--- src/mcu16_decode_regs.svh ---
// Register offsets, field positions, reset values, opcodes and cycle counts of the instruction decoder.
`ifndef MCU16_DECODE_REGS_SVH
`define MCU16_DECODE_REGS_SVH

`define REG_CTRL        4'h0
`define REG_FLAGS       4'h4
`define REG_STATE       4'h8
`define REG_COUNT       4'hC

`define CTRL_ENABLE_BIT 0
`define CTRL_CLRERR_BIT 1
`define CTRL_ENABLE_RST 1'b1
`define FLAGS_RST       5'h00
`define FLAG_C          0
`define FLAG_DC         1
`define FLAG_N          2
`define FLAG_OV         3
`define FLAG_Z          4
`define STATE_ERR_BIT   4

`define OPC_NOP         8'h00
`define OPC_BRA_COMP    8'h01
`define OPC_CALL_ABS    8'h02
`define OPC_ABSOLUTE_JUMP_ABS    8'h04
`define OPC_JUMP_IND    8'h05
`define OPC_RETURN      8'h06
`define OPC_INT_EXIT    8'h07
`define OPC_BRA_COND    8'h31
`define OPC_BRA_UNC     8'h37
`define OPC_MOV         8'h78
`define OPC_MOV_EXT     8'h79
`define OPC_SKIP        8'hA6
`define OPC_FILE        8'hB4
`define OPC_SQR         8'hB9
`define OPC_TBL         8'hBA
`define OPC_DIV         8'hD8

`define FILE_DEST_BIT   13
`define SQR_BASE        2'h1

`define LSEL_1          3'h0
`define LSEL_4          3'h1
`define LSEL_5          3'h2
`define LSEL_8          3'h3
`define LSEL_10         3'h4
`define LSEL_14         3'h5
`define LSEL_16         3'h6
`define LSEL_S6         3'h7

`define CYC_ONE         2'h1
`define CYC_TWO         2'h2
`define CYC_THREE       2'h3

`endif

--- src/mcu16_decode_pkg.sv ---
// Types shared by the instruction decoder: states, operand modes, size qualifiers and the state record.
package mcu16_decode_pkg;

    typedef enum logic [1:0] {
        S_FETCH  = 2'h0,
        S_SECOND = 2'h1,
        S_EXTRA  = 2'h3
    } state_e;

    typedef enum logic [2:0] {
        M_DIRECT  = 3'h0,
        M_IND     = 3'h1,
        M_POSTINC = 3'h2,
        M_POSTDEC = 3'h3,
        M_PREINC  = 3'h4,
        M_PREDEC  = 3'h5,
        M_OFFSET  = 3'h6
    } mode_e;

    typedef enum logic [1:0] {
        SZ_WORD   = 2'h0,
        SZ_BYTE   = 2'h1,
        SZ_DOUBLE = 2'h2,
        SZ_SHADOW = 2'h3
    } size_e;

    typedef struct packed {
        logic [7:0]  opcode;
        logic [3:0]  source_operand;
        logic [2:0]  src_mode;
        logic [3:0]  dest_operand;
        logic [2:0]  dst_mode;
        logic [3:0]  base_work_reg;
        logic [1:0]  size;
        logic        shadow;
        logic [3:0]  bit_index_field;
        logic [12:0] file_addr;
        logic [15:0] lit_uns;
        logic [15:0] lit_sig;
        logic [3:0]  dividend_or_square_reg;
        logic        form_err;
    } dec_s;

    typedef struct packed {
        state_e      state;
        logic        waitreq;
        logic [31:0] rdata;
        logic        enable;
        logic [4:0]  flags;
        logic        err;
        logic [15:0] count;
        logic [23:0] word1;
        logic [1:0]  extra;
        logic        ready;
        logic        exec_valid;
        logic        nop_slot;
        logic [1:0]  cycles;
        logic [22:0] program_address_literal;
        dec_s        dec;
    } state_s;

endpackage

--- src/mcu16_instr_timing_operands.sv ---
// Instruction word decoder: cycle timing, operand field extraction, status flags and register slave.
`timescale 1ns/1ps
`include "mcu16_decode_regs.svh"

// How it works
// - Each word is 24 bits; the top eight bits are the opcode.
// - Second word of a two-word instruction must have its top eight bits zero.
// - A second word executed on its own behaves as a no-operation.
// - Single-word takes one cycle; two when condition true or program counter changes.
// - Unconditional and computed branches, indirect jumps and table accesses take two cycles; returns take three.
// - A performed skip takes two cycles, three when the skipped instruction is double-word.
// - Double-word moves take two cycles.
// - Every two-word instruction executes in two cycles.
// - Bit index is a four-bit field selecting bit 0 to 15.
// - Status holds carry, digit carry, negative, overflow and sticky zero flags.
// - File-register operand addresses data 0 to 0x1FFF.
// - Unsigned literals are zero-extended from 1, 4, 5, 8, 14 or 16 bits.
// - Ten-bit unsigned literal limited to 0..255 in byte mode, 0..1023 otherwise.
// - Program address literal is 23 bits with its lowest bit zero.
// - Signed literals of 6, 10 and 16 bits are sign-extended.
// - Register fields pick one of sixteen working registers.
// - File-register instructions default their alternate destination to register zero.
// - Square operands come only from working registers four to seven.
// - Divide operands use direct register addressing only.
// - Extended operand forms add register-plus-base indirect addressing.
// - Size qualifier picks byte, word or double word; word default; shadow separate.
module mcu16_instr_timing_operands (
    input  wire logic        CORE_CLK,
    input  wire logic        SYS_RST,
    input  wire logic [3:0]  AVS_ADDRESS,
    input  wire logic        AVS_READ,
    input  wire logic        AVS_WRITE,
    input  wire logic [31:0] AVS_WRITEDATA,
    output logic      [31:0] AVS_READDATA,
    output logic             AVS_WAITREQUEST,
    input  wire logic [23:0] INSTR_WORD,
    input  wire logic        INSTR_VALID,
    output logic             INSTR_READY,
    input  wire logic        COND_TRUE,
    input  wire logic        SKIP_NEXT_TWO,
    input  wire logic [2:0]  LIT_SEL,
    input  wire logic [4:0]  FLAG_WE,
    input  wire logic [4:0]  FLAG_VAL,
    input  wire logic        Z_STICKY,
    output logic             EXEC_VALID,
    output logic             NOP_SLOT,
    output logic      [1:0]  EXEC_CYCLES,
    output logic      [7:0]  OPCODE,
    output logic      [3:0]  SOURCE_OPERAND,
    output logic      [2:0]  SRC_MODE,
    output logic      [3:0]  DEST_OPERAND,
    output logic      [2:0]  DST_MODE,
    output logic      [3:0]  BASE_WORK_REG,
    output logic      [1:0]  SIZE,
    output logic             SHADOW,
    output logic      [3:0]  BIT_INDEX_FIELD,
    output logic      [12:0] FILE_ADDR,
    output logic      [15:0] LIT_UNS,
    output logic      [15:0] LIT_SIG,
    output logic      [22:0] PROGRAM_ADDRESS_LITERAL,
    output logic      [3:0]  DIVIDEND_OR_SQUARE_REG,
    output logic             FORM_ERR,
    output logic      [4:0]  FLAGS
);

    mcu16_decode_pkg::state_s st;
    mcu16_decode_pkg::state_s next_st;
    logic                     req;
    logic                     take;
    logic [7:0]               in_opc;

    function automatic mcu16_decode_pkg::dec_s decode(input logic [23:0] w, input logic [2:0] sel);
        mcu16_decode_pkg::dec_s d;
        logic                   ext;
        d = '0;
        d.opcode = w[23:16];
        d.source_operand = w[3:0];
        d.src_mode = w[6:4];
        d.dest_operand = w[10:7];
        d.dst_mode = w[13:11];
        d.base_work_reg = w[15:12];
        d.size = w[15:14];
        d.shadow = (w[15:14] == mcu16_decode_pkg::SZ_SHADOW);
        if (d.shadow) begin
            d.size = mcu16_decode_pkg::SZ_WORD;
        end
        d.bit_index_field = w[15:12];
        d.file_addr = w[12:0];
        if (d.opcode == `OPC_FILE && !w[`FILE_DEST_BIT]) begin
            d.dest_operand = 4'h0;
        end
        case (sel)
            `LSEL_1:  d.lit_uns = {15'h0000, w[0]};
            `LSEL_4:  d.lit_uns = {12'h000, w[3:0]};
            `LSEL_5:  d.lit_uns = {11'h000, w[4:0]};
            `LSEL_8:  d.lit_uns = {8'h00, w[7:0]};
            `LSEL_10: d.lit_uns = (d.size == mcu16_decode_pkg::SZ_BYTE) ? {8'h00, w[11:4]} : {6'h00, w[13:4]};
            `LSEL_14: d.lit_uns = {2'h0, w[13:0]};
            default:  d.lit_uns = w[15:0];
        endcase
        case (sel)
            `LSEL_S6: d.lit_sig = {{10{w[5]}}, w[5:0]};
            `LSEL_10: d.lit_sig = {{6{w[13]}}, w[13:4]};
            default:  d.lit_sig = w[15:0];
        endcase
        if (d.opcode == `OPC_SQR) begin
            d.dividend_or_square_reg = {`SQR_BASE, w[1:0]};
        end else begin
            d.dividend_or_square_reg = w[3:0];
        end
        ext = (d.opcode == `OPC_MOV_EXT);
        // Offset mode is only legal in the extended forms, and codes above it are unused.
        d.form_err = (!ext && (d.src_mode == mcu16_decode_pkg::M_OFFSET || d.dst_mode == mcu16_decode_pkg::M_OFFSET))
                   || (&d.src_mode) || (&d.dst_mode);
        if (d.opcode == `OPC_DIV && (d.src_mode != mcu16_decode_pkg::M_DIRECT
                                     || d.dst_mode != mcu16_decode_pkg::M_DIRECT)) begin
            d.form_err = 1'b1;
        end
        return d;
    endfunction

    function automatic logic [1:0] cycles_of(input logic [23:0] w, input logic cond, input logic two_next);
        logic [1:0] c;
        c = `CYC_ONE;
        case (w[23:16])
            `OPC_NOP:      c = `CYC_ONE;
            `OPC_BRA_COND: c = cond ? `CYC_TWO : `CYC_ONE;
            `OPC_BRA_UNC,
            `OPC_BRA_COMP,
            `OPC_JUMP_IND,
            `OPC_TBL:      c = `CYC_TWO;
            `OPC_RETURN,
            `OPC_INT_EXIT: c = `CYC_THREE;
            `OPC_SKIP:     c = !cond ? `CYC_ONE : (two_next ? `CYC_THREE : `CYC_TWO);
            `OPC_MOV,
            `OPC_MOV_EXT:  c = (w[15:14] == mcu16_decode_pkg::SZ_DOUBLE) ? `CYC_TWO : `CYC_ONE;
            default:       c = `CYC_ONE;
        endcase
        return c;
    endfunction

    assign req = AVS_READ || AVS_WRITE;
    assign take = INSTR_VALID && st.ready;
    assign in_opc = INSTR_WORD[23:16];

    always_comb begin
        next_st = st;
        next_st.exec_valid = 1'b0;
        // Bus answer: waitrequest drops one cycle after a request appears, for exactly one cycle.
        next_st.waitreq = !(req && st.waitreq);
        if (req && st.waitreq) begin
            case (AVS_ADDRESS)
                `REG_CTRL:  next_st.rdata = {31'h00000000, st.enable};
                `REG_FLAGS: next_st.rdata = {27'h0000000, st.flags};
                `REG_STATE: next_st.rdata = {27'h0000000, st.err, st.state, st.cycles};
                `REG_COUNT: next_st.rdata = {16'h0000, st.count};
                default:    next_st.rdata = 32'h00000000;
            endcase
        end
        if (AVS_WRITE && !st.waitreq) begin
            case (AVS_ADDRESS)
                `REG_CTRL: begin
                    next_st.enable = AVS_WRITEDATA[`CTRL_ENABLE_BIT];
                    if (AVS_WRITEDATA[`CTRL_CLRERR_BIT]) begin
                        next_st.err = 1'b0;
                    end
                end
                `REG_FLAGS: next_st.flags = AVS_WRITEDATA[4:0];
                default: next_st.flags = next_st.flags;
            endcase
        end
        // Hardware flag updates land after a software write so the core's own result is never lost.
        for (int i = 0; i < 5; i++) begin
            if (FLAG_WE[i]) begin
                next_st.flags[i] = FLAG_VAL[i];
            end
        end
        if (FLAG_WE[`FLAG_Z] && Z_STICKY) begin
            next_st.flags[`FLAG_Z] = st.flags[`FLAG_Z] & FLAG_VAL[`FLAG_Z];
        end
        case (st.state)
            mcu16_decode_pkg::S_FETCH: begin
                if (take) begin
                    if (in_opc == `OPC_ABSOLUTE_JUMP_ABS || in_opc == `OPC_CALL_ABS) begin
                        next_st.word1 = INSTR_WORD;
                        next_st.state = mcu16_decode_pkg::S_SECOND;
                    end else begin
                        next_st.dec = decode(INSTR_WORD, LIT_SEL);
                        next_st.cycles = cycles_of(INSTR_WORD, COND_TRUE, SKIP_NEXT_TWO);
                        next_st.program_address_literal = 23'h000000;
                        next_st.exec_valid = 1'b1;
                        if (next_st.cycles != `CYC_ONE) begin
                            // Extra cycles after the first are issued as no-operation slots.
                            next_st.extra = next_st.cycles - `CYC_ONE;
                            next_st.state = mcu16_decode_pkg::S_EXTRA;
                        end
                    end
                end
            end
            mcu16_decode_pkg::S_SECOND: begin
                if (take) begin
                    next_st.dec = decode(st.word1, LIT_SEL);
                    next_st.program_address_literal = {INSTR_WORD[6:0], st.word1[15:1], 1'b0};
                    next_st.cycles = `CYC_TWO;
                    next_st.exec_valid = 1'b1;
                    if (in_opc != 8'h00) begin
                        next_st.err = 1'b1;
                    end
                    next_st.state = mcu16_decode_pkg::S_FETCH;
                end
            end
            mcu16_decode_pkg::S_EXTRA: begin
                next_st.extra = st.extra - 2'h1;
                if (st.extra == 2'h1) begin
                    next_st.state = mcu16_decode_pkg::S_FETCH;
                end
            end
            default: next_st.state = mcu16_decode_pkg::S_FETCH;
        endcase
        if (next_st.exec_valid) begin
            next_st.count = st.count + 16'h0001;
        end
        next_st.nop_slot = (next_st.state == mcu16_decode_pkg::S_EXTRA);
        // A disabled decoder still accepts a pending second word so no instruction is split.
        next_st.ready = (next_st.state == mcu16_decode_pkg::S_SECOND)
                      || (next_st.enable && next_st.state == mcu16_decode_pkg::S_FETCH);
    end

    always_ff @(posedge CORE_CLK) begin
        if (SYS_RST) begin
            st         <= '0;
            st.state   <= mcu16_decode_pkg::S_FETCH;
            st.waitreq <= 1'b1;
            st.enable  <= `CTRL_ENABLE_RST;
            st.flags   <= `FLAGS_RST;
            st.ready   <= `CTRL_ENABLE_RST;
        end else begin
            st <= next_st;
        end
    end

    assign AVS_READDATA            = st.rdata;
    assign AVS_WAITREQUEST         = st.waitreq;
    assign INSTR_READY             = st.ready;
    assign EXEC_VALID              = st.exec_valid;
    assign NOP_SLOT                = st.nop_slot;
    assign EXEC_CYCLES             = st.cycles;
    assign OPCODE                  = st.dec.opcode;
    assign SOURCE_OPERAND          = st.dec.source_operand;
    assign SRC_MODE                = st.dec.src_mode;
    assign DEST_OPERAND            = st.dec.dest_operand;
    assign DST_MODE                = st.dec.dst_mode;
    assign BASE_WORK_REG           = st.dec.base_work_reg;
    assign SIZE                    = st.dec.size;
    assign SHADOW                  = st.dec.shadow;
    assign BIT_INDEX_FIELD         = st.dec.bit_index_field;
    assign FILE_ADDR               = st.dec.file_addr;
    assign LIT_UNS                 = st.dec.lit_uns;
    assign LIT_SIG                 = st.dec.lit_sig;
    assign PROGRAM_ADDRESS_LITERAL = st.program_address_literal;
    assign DIVIDEND_OR_SQUARE_REG  = st.dec.dividend_or_square_reg;
    assign FORM_ERR                = st.dec.form_err;
    assign FLAGS                   = st.flags;
endmodule // mcu16_instr_timing_operands

--- config.mk ---
export PLATFORM = sky130hd
export DESIGN_NAME = mcu16_instr_timing_operands
export DESIGN_NICKNAME = d
export VERILOG_FILES = /design/src/mcu16_decode_pkg.sv /design/src/mcu16_instr_timing_operands.sv
export VERILOG_INCLUDE_DIRS = /design/src
export SDC_FILE = /design/constraint.sdc
export NUM_CORES = 1
export LEC_CHECK = 0
export BUFFER_PORTS_ARGS = -buffer_cell sky130_fd_sc_hd__buf_2
export CAP_MARGIN = 10
export CELL_PAD_IN_SITES_DETAIL_PLACEMENT = 0
export CELL_PAD_IN_SITES_GLOBAL_PLACEMENT = 2
export CORE_ASPECT_RATIO = 1.4
export CORE_MARGIN = 8
export CORE_UTILIZATION = 32
export CTS_CLUSTER_SIZE = 25
export DETAILED_ROUTE_END_ITERATION = 10
export HOLD_SLACK_MARGIN = 0.08
export PLACE_DENSITY_LB_ADDON = 0.1
export SYNTH_ARGS = -nofsm -noshare
export SYNTH_HDL_FRONTEND = slang
export SYNTH_SLANG_ARGS = --single-unit
--- constraint.sdc ---
create_clock -name CORE_CLK -period 6 [get_ports CORE_CLK]
set_input_delay 0.3 -clock CORE_CLK [delete_from_list [all_inputs] [get_ports CORE_CLK]]
set_output_delay 0.3 -clock CORE_CLK [all_outputs]
set_load 0.02 [all_outputs]
==> metrics.md, run 1 <==
| Metric | Value |
|---|---|
| Non-filler cells, final | `1339` |
| Clk Latency, worst-skew pair | `0.43 ns` |
| Critical path endpoint category | `flip-flop` |
| RePlAce Congestion | `0.7671` |
| PnR worst setup slack | `around 3.1 ns` |
| #FFs+latches synth | `161` |
| Clock Tree Root | `clkbuf_16` |
| Drt pass-1 iters | `5` |
| Total grt overflow | `0` |
| Slew margin rel. | `31.78%` |
| Post-DP HPWL | `18.84 mm` |
| Commonest register cell after synthesis | `dfxtp_1` |
| Crit path max-delay family | `simple AND/OR/NAND/NOR gates` |
| Vias per inst | `4.972` |
| Finished Core Util | `35.05%` |
| Pleak | `3.751 nW` |
| Crit start category | `input pin` |
| Syn_area_per_cell | `roughly 8.3 um2` |
| Die Area | `slightly above 30000 um2` |
| Rows | `69` |
| Max Clk Rate | `345.2 MHz` |
| Fin Setup TNS | `0 ns` |
| Total CTS buffers | `17` |
| Clk buf depth | `2` |
| Synth top area share | `39.54%` |
| Layout fillers | `2721` |
| Max incr delay on CP | `0.72 ns` |
| Worst Path Arrival | `approximately 3.3 ns` |
| Total clock sinks | `161` |
| # port buffers | `185` |
| Total Wirelength | `25.86 mm` |
| RSZ-0062 raised after global routing | `false` |
| Yosys top cell by area | `dfxtp_1` |
| Synth Instances | `986` |
| Commonest non-fill, non-tap cell in the layout | `buf_2` |
| Fin nets | `1092` |
| Synth warn | `0` |
| I/O pin total | `230` |
| Largest net degree at the start of global routing | `56` |
| CTS HTree Levels | `4` |
| Req. time, crit path | `~6.4 ns` |
| Share of layout cells above drive strength 1 | `23.95%` |
| Initial DRC count | `approximately 360` |
| Status | `complete, no violations` |
| Layout area overhead | `8.396%` |
| Final setup fails | `0` |
| Area of the mapped netlist | `8152 um2` |
| Slowest cell on crit path | `nor4_4` |
| GRT Overall Usage | `16.86%` |
| Residual DRC count | `0` |
| Max-cap violations | `0` |
| Max rail drop VDD | `199.1 uV` |
| First-pass GRT wire length | `39.94 mm` |
| Async set-reset flop share out of synthesis | `0%` |
| Worst-Margin Slew | `1.023 ns` |
| Final Hold Viols | `0` |
| Critical path peak fanout | `25` |
| Post-route ant nets | `0` |
| DIE WIDTH | `150.9 um` |
| Final period util | `around half` |
| Minimum clock period | `roughly 2.9 ns` |
| Post-Place Setup Slack | `2.596 ns` |
| Power per standard cell area | `~300 nW/um2` |
| Post-CTS Resized | `0` |
| Starting density of the core | `around a third` |
| Post-DR wirelength/cell | `19.31 um` |
| DP Area | `8249 um2` |
| Cell variety after synth | `65` |
| Routed vias | `approximately 6700` |
| Bufs and invs on worst path | `2` |
| Most frequent cells in the layout | `buf_2 (184), dfxtp_1 (161), nor2_1 (127)` |
| EDFF count, synth | `0` |
| Placed instance count | `1308` |
| Post-synthesis sequential area ratio | `39.54%` |
| CTS tree | `built` |
| Setup bufs post-CTS | `0` |
| Critical path class | `in2reg` |
| Vias in the first global route | `about 6700` |
| Critical path cell sequence | `buf_2 > or4_1 > nor4_4 > or2_2 > buf_4 > a221oi_1 > nor3_1` |
| Top post-synthesis cells by area | `dfxtp_1 (40%), buf_4 (13%), nor2_1 (5.8%), nand2_1 (5.1%), a22oi_1 (4.1%)` |
| Core area | `25210 um2` |
| Fin area | `8836 um2` |
| Die Ht | `204.8 um` |
| HP Class | `in2reg` |
| Clock-pin slew on the worst setup and hold paths | `0.06 ns` |
| CTS Hold Bufs | `0` |
| Initial antenna violation count | `4` |
| Clk_skew | `0.01049 ns` |
| Slew Limit Fails | `0` |
-- worst reg2reg max path, stage by stage, from the launching register on --
cell	delay (ns)
dfxtp_1	0.41
nand3b_1	0.57
nor2_4	0.58
buf_4	0.58
a32oi_1	0.30
o32ai_1	0.26
-- state kept, by name (all words and copies together), names as in the netlist, 4 cells and up --
name and count:
FILE_ADDR 6, OPCODE 8, st 46, AVS_READDATA 16, FLAGS 5, DEST_OPERAND 4, LIT_SIG 16, PROGRAM_ADDRESS_LITERAL 22
LIT_UNS 16
-- routing by layer --
metal	wire (um)	track usage (%)
met1	10880	20.06
met3	1452	4.487
met2	13130	29.11
met4	352	4.679
met5	42	0
-- cells in the mapped netlist, types with 7 or more instances --
master / n
dfxtp_1: 161
clkbuf_1: 39
a22oi_1: 44
a211oi_1: 23
buf_2: 19
or3_1: 7
or4_1: 7
nand3_1: 10
and2_1: 7
nand2b_1: 8
nor2_1: 127
a21oi_1: 59
nand2_1: 111
inv_1: 10
buf_4: 145
a311oi_1: 11
xnor2_1: 10
and3_1: 8
o21ai_0: 24
mux2i_1: 20
nor3_1: 25
-- cells by family (layout without fill, tap and decap cells) --
| family | Yosys count | count (layout) | synth area share (%) |
|---|---|---|---|
| and+or+nand+nor | 355 | 355 | 20.60 |
| buffers and inverters | 220 | 237 | 17.56 |
| AOI/OAI and AO/OA | 210 | 210 | 17.30 |
| DFF | 161 | 161 | 39.54 |
| muxes | 26 | 26 | 3.423 |
| xor gates and xnor gates | 10 | 10 | 1.074 |
| adders and majority gates | 3 | 3 | 0.4605 |
| other | 1 | 18 | 0.04600 |
-- power by group --
part | switching (mW) | internal (mW) | total (mW) | leakage (nW)
combinational | 0.231 | 0.104 | 0.335 | 2.16
clock | 0.451 | 0.660 | 1.11 | 0.282
sequential | 0.0265 | 1.11 | 1.14 | 1.31
total | 0.709 | 1.87 | 2.58 | 3.75
-- metrics by stage --
stage / hold slack, ns / total power, mW
final: 0.1224 / 2.582
after global routing: 0.1233 / 2.699
after CTS: 0.1045 / 2.621
after detailed placement: 0.4442 / 1.503
after global placement: 0.4386 / 1.502
after floorplan: 0.3889 / 1.437
-- final cells by class --
class / count / area [um2] / share of cell area (%)
inverter: 10 / 37.54 / 0.4248
multi-input combinational: 621 / 3571 / 40.41
tap: 319 / 399.1 / 4.517
clock inverter: 10 / 137.6 / 1.558
timing repair buffer: 197 / 1018 / 11.53
sequential: 161 / 3223 / 36.48
antenna: 1 / 2.502 / 0.02832
clock buffer: 20 / 446.7 / 5.055
-- path summary, 6_finish.rpt --
path                   from         endpoint  slack [ns]  cells past startpoint
max          INSTR_WORD[19]  DEST_OPERAND[0]        3.10                      7
max reg2reg         st[194]      LIT_UNS[10]        3.22                      5
min              FLAG_WE[4]         FLAGS[4]        0.12                      2
min reg2reg      LIT_SIG[3]       LIT_SIG[3]        0.45                      2
Note: power is estimated with default switching activity, not from simulation.
==> run 2: changes to the inputs <==
- ABC_AREA: not set -> 1
- CORE_UTILIZATION: 32 -> 29
- clock period: 6 -> 2.7 ns (I/O delays scaled with it)
==> run 2 against run 1 <==
Effect of this change:
- combinational power rose to 2.6 times the previous value
- clock power rose by 110%
- die area rose by 16%
- clock skew rose by 0.00091 ns
- setup slack got worse by 2.5 ns
- register-to-register slack got worse by 2.6 ns
- synthesized cell count rose by 27%
- global-route usage fell by 0.44 points
- flip-flop and latch count did not move
- final area rose by 11%
- first-iteration DRC count fell by 11%
- hold slack got worse by 0.019 ns
==> metrics.md, run 2 <==
| Metric | Value |
|---|---|
| Status | `complete, no violations` |
| Hold Crit Start | `SYS_RST` |
| Total grt overflow | `0` |
| Vias per inst | `4.521` |
| RePlAce Congestion | `roughly 0.86` |
| Area of the mapped netlist | `a little under 9000 um2` |
| I/O pin total | `230` |
| Total Wirelength | `a little under 30 mm` |
| Non-filler cells, final | `1723` |
| # port buffers | `185` |
| GRT Overall Usage | `roughly 16%` |
| Uppermost layer routed | `met4` |
| Drt pass-1 iters | `4` |
| Crit path max-delay family | `buffers and inverters` |
| Req. time, crit path | `2.98 ns` |
| Setup bufs post-CTS | `0` |
| Die Ht | `roughly 220 um` |
| Reg with most FFs | `st` |
| Worst Path Arrival | `2.43 ns` |
| Power per standard cell area | `588.9 nW/um2` |
| Initial DRC count | `between 300 and 400` |
| EDFF count, synth | `0` |
| Vias in the first global route | `8095` |
| Bufs and invs on worst path | `4` |
| Post-route ant nets | `0` |
| CTS HTree Levels | `4` |
| Clock-pin slew on the worst setup and hold paths | `0.06 ns` |
| Number of diodes | `0` |
| Crit path launch | `INSTR_WORD[17]` |
| Critical path cell sequence | `dlygate4sd3_1 > buf_2 > nor2_1 > nand2_1 > nand2_1 > nand2_1 > clkinv_1 > nand3_2 > buf_4 > nor2_1 > a211oi_1` |
| Final period util | `79.49%` |
| Clk Latency, worst-skew pair | `0.43 ns` |
| Max-cap violations | `0` |
| CTS Hold Bufs | `32` |
| Synth Instances | `about 1300` |
| Fin Setup TNS | `0 ns` |
| Residual DRC count | `0` |
| WP depth | `11` |
| Post-DP HPWL | `22.27 mm` |
| Commonest non-fill, non-tap cell in the layout | `nand2_1` |
| Slew Limit Fails | `0` |
| Share of layout cells above drive strength 1 | `18.54%` |
| Layout area overhead | `12.60%` |
| Cell repeated most along the worst path | `nand2_1` |
| Total CTS buffers | `17` |
| Slowest cell on crit path | `dlygate4sd3_1` |
| Top post-synthesis cells by area | `dfxtp_1 (37%), buf_4 (12%), nand2_1 (12%), nor2_1 (6.8%), a21oi_1 (5.5%)` |
| Post-DR wirelength/cell | `between 15 and 20 um` |
| HP Class | `in2reg` |
| Total clock sinks | `161` |
| Max rail drop VDD | `328.3 uV` |
| Starting density of the core | `29.22%` |
| Most frequent cells in the layout | `nand2_1 (274), buf_2 (184), dfxtp_1 (161)` |
| Fin nets | `1410` |
| Worst-Margin Slew | `around 0.87 ns` |
| Die Area | `35850 um2` |
| Crit start category | `input pin` |
| Pleak | `4.346 nW` |
| Met3 wire length | `about 1.2 mm` |
| Syn_area_per_cell | `6.920 um2` |
| DIE WIDTH | `162.3 um` |
| CTS tree | `built` |
| #FFs+latches synth | `about 160` |
| Yosys top cell by area | `dfxtp_1` |
| Rows | `75` |
| Slew margin rel. | `41.66%` |
| RSZ-0062 raised after global routing | `false` |
| Critical R2R Launch | `st[194]` |
| Placed instance count | `~1700` |
| Synth warn | `0` |
| Initial antenna violation count | `0` |
| WL met2 | `14.83 mm` |
| Clock Tree Root | `clkbuf_16` |
| First-pass GRT wire length | `46.11 mm` |
| Largest net degree at the start of global routing | `103` |
| Core area | `29750 um2` |
| Clk_skew | `approximately 0.011 ns` |
| Max incr delay on CP | `0.53 ns` |
| Commonest register cell after synthesis | `dfxtp_1` |
| Clk buf depth | `2` |
| Final Hold Viols | `0` |
| WL met1 | `13.04 mm` |
| Final setup fails | `0` |
| Minimum clock period | `2.146 ns` |
| Synth cell count leaders | `nand2_1 (274), dfxtp_1 (161), nor2_1 (157)` |
| Async set-reset flop share out of synthesis | `0%` |
| Critical path class | `in2reg` |
| Cell variety after synth | `46` |
| Max Clk Rate | `approximately 470 MHz` |
| R2R depth | `10` |
| Max reg flops | `46` |
| Critical path endpoint category | `flip-flop` |
| Post-synthesis sequential area ratio | `37.08%` |
| Routed vias | `7790` |
| Worst Hold Depth | `2` |
| Most frequent cell after synthesis | `nand2_1` |
| Synth top area share | `a little under two fifths` |
| Critical path peak fanout | `25` |
| Post-CTS Resized | `0` |
-- run 2: power by group --
group	switching (mW)	internal, mW	leakage (nW)	total [mW]
Combinational	0.606	0.273	2.75	0.879
Sequential	0.0616	2.48	1.32	2.54
Clock	1.01	1.34	0.276	2.34
-- run 2: final cells by class --
cell class	count	area [um2]
multi-input cells	809	3734
clock inverters	9	83.83
fillers	3371	19960
well taps	385	481.7
inverters	103	389.1
flip-flops and latches	161	3223
repair buffers	234	1401
clock buffers	22	474.2
-- run 2: kinds of logic after synthesis --
kind of cell | count (synthesis) | synth area share, %
DFF | 161 | 37.08
other | 1 | 0.04314
and+or+nand+nor | 541 | 25.62
buffers and inverters | 302 | 20.66
AOI/OAI and AO/OA | 236 | 14.96
xor gates and xnor gates | 12 | 1.209
adders and majority gates | 3 | 0.4319
-- run 2: final timing paths --
path                     end  slack (ns)
hold reg to reg      st[129]        0.46
setup / recovery     st[124]        0.55
hold / removal       st[143]        0.10
setup reg to reg  LIT_UNS[2]        0.59
-- run 2: through the flow --
stage                     total power, mW  utilization, %  hold WS (ns)  setup WS [ns]  instance area (um2)
final                               5.763           32.90        0.1037         0.5539                 9787
after global routing                6.042           32.90       0.09666         0.3014                 9787
after CTS                           5.890           32.90       0.08678         0.5379                 9787
after detailed placement            3.456           29.95        0.3629         0.5924                 8909
after global placement              3.455           29.95        0.3640         0.5812                 8909
after floorplan                     3.289               -        0.2675          1.096                 8752
-- run 2: routing by layer --
metal  track usage, %  vias up
met5                0        -
met4            5.361        0
li1                 -     4031
met1            19.63     3598
met2            28.74      137
met3            3.196       24
==> run 3: changes to the inputs <==
- clock period: 2.7 -> 2 ns (I/O delays scaled with it)
==> run 3 against run 2 <==
Effect of this change:
- utilization rose by 0.99 points
- combinational power rose by 40%
- non-clock buffer count rose by 19
- sequential share of layout area fell by 0.96 points
- final cell count rose by 1.2%
- clock power rose by 51%
- sequential power rose by 35%
- critical path type is now reg2reg
- final area rose by 3.0%
- register-to-register slack got worse by 0.46 ns
==> metrics.md, run 3 (same netlist as run 2, synthesis figures left out) <==
| Metric | Value |
|---|---|
| CTS HTree Levels | `4` |
| Worst-Margin Slew | `0.6349 ns` |
| Post-DR wirelength/cell | `17.08 um` |
| CTS tree | `built` |
| Routed vias | `around 7800` |
| Fin area | `10080 um2` |
| Max reg flops | `46` |
| Post-Place Setup Slack | `-0.02543 ns` |
| Critical path endpoint category | `flip-flop` |
| Layout area overhead | `15.99%` |
| Total clock sinks | `161` |
| Reg with most FFs | `st` |
| Largest net degree at the start of global routing | `51` |
| Layout fillers | `~3300` |
| First-pass GRT wire length | `46.16 mm` |
| Max Clk Rate | `about 530 MHz` |
| Core area | `slightly below 30000 um2` |
| Clock-pin slew on the worst setup and hold paths | `0.07 ns` |
| Critical path class | `reg2reg` |
| RePlAce Congestion | `0.8414` |
| Drt pass-1 iters | `4` |
| Vias per inst | `4.497` |
| Non-filler cells, final | `roughly 1700` |
| Reg area | `3223 um2` |
| Minimum clock period | `1.871 ns` |
| Rows | `75` |
| Slew Limit Fails | `0` |
| Area of the multi-input gates | `between 3000 and 4000 um2` |
| Crit start category | `flip-flop` |
| Number of diodes | `0` |
| Starting density of the core | `29.22%` |
| PnR worst setup slack | `0.1288 ns` |
| Final setup fails | `0` |
| DP Area | `9106 um2` |
| Total grt overflow | `0` |
| Hold WS | `between 0.1 and 0.15 ns` |
| HP Class | `in2reg` |
| Total CTS buffers | `17` |
| Status | `complete, no violations` |
| Placed instance count | `1678` |
| Post-route ant nets | `0` |
| Clk_skew | `0.01157 ns` |
| Residual DRC count | `0` |
| Critical path peak fanout | `3` |
| DIE WIDTH | `162.3 um` |
| Power per standard cell area | `813.5 nW/um2` |
| Commonest non-fill, non-tap cell in the layout | `nand2_1` |
| RSZ-0062 raised after global routing | `false` |
| Max-cap violations | `0` |
| Post-DP HPWL | `23.00 mm` |
| Fin Setup TNS | `0 ns` |
| Most frequent cells in the layout | `nand2_1 (274), buf_2 (184), dfxtp_1 (161)` |
| Initial antenna violation count | `0` |
| Vias in the first global route | `8053` |
| Slew margin rel. | `57.67%` |
| Die Area | `35850 um2` |
| Die Ht | `around 220 um` |
| Total Wirelength | `29.76 mm` |
| Final Hold Viols | `0` |
| Initial DRC count | `292` |
| Share of layout cells above drive strength 1 | `20.25%` |
| Max rail drop VDD | `477.5 uV` |
| I/O pin total | `230` |
| Clock Tree Root | `clkbuf_16` |
| # port buffers | `around 190` |
| Clk buf depth | `2` |
| Worst Path Arrival | `2.20 ns` |
| Req. time, crit path | `2.32 ns` |
| GRT Overall Usage | `between 15 and 20%` |
| Pleak | `4.494 nW` |
| Clk Latency, worst-skew pair | `0.43 ns` |
| Final period util | `93.56%` |
| Fin nets | `1429` |
==> run 3: cell types whose count changed in the layout (fill, tap and decap cells not counted), moves of 2 or more <==
cell,delta
o21ai_1,+4
bufinv_16,+3
o21ai_2,+2
o21ai_0,-6
buf_4,+14
buf_12,+5
nor2_1,-2
clkbuf_8,-2
==> run 3: repair_timing <==
| item | CTS | global route |
|---|---|---|
| endpoints found under the setup margin | 0 | 19 |
| buffers inserted | 0 | 1 |
| hold buffers | 32 | 0 |
| gates resized for setup | 0 | 13 |
| hold endpoints to repair | 41 | 0 |
==> run 3: worst paths after layout <==
path / start / endpoint / slack [ns] / cells past startpoint
min reg2reg: st[129] / st[129] / 0.46 / 2
max: FLAGS[4] / FLAGS[4] / 0.13 / 8
max reg2reg: FLAGS[4] / FLAGS[4] / 0.13 / 8
min: INSTR_WORD[14] / st[127] / 0.10 / 4
==> run 3: per-stage QoR <==
step	total power [mW]	utilization [%]
2_1_floorplan	4.440	-
3_3_place_gp	4.708	30.61
3_5_place_dp	4.708	30.61
4_1_cts	8.339	33.80
5_1_grt	8.586	33.89
6_report	8.202	33.89
==> run 3: routing by layer <==
layer / track usage (%) / vias to the layer above / wire length [um]
met3: 2.917 / 23 / 934
met5: 0 / - / 0
met1: 19.73 / 3585 / 13160
met4: 5.301 / 0 / 514
li1: - / 4075 / -
met2: 29.28 / 156 / 15150
==> run 3: worst max-delay path, stage by stage (launching register included) <==
cell and delay, ns:
dfxtp_1 0.31, inv_1 0.12, nand2_1 0.06, nand3_1 0.06, dlygate4sd3_1 0.54, nand2_1 0.05
dlygate4sd3_1 0.55, nand2_1 0.06, inv_1 0.04
==> run 3: cell type report <==
cell class / instances / area share [%]
repair buffers: 253 / 15.93
well taps: 385 / 4.778
multi-input cells: 809 / 37.23
clock buffers: 19 / 4.393
clock inverters: 13 / 1.837
flip-flops and latches: 161 / 31.97
inverters: 103 / 3.860
==> run 3: power by group <==
group / internal (mW) / total, mW / switching, mW
sequential: 3.35 / 3.43 / 0.0869
clock: 2.13 / 3.54 / 1.41
combinational: 0.404 / 1.23 / 0.824
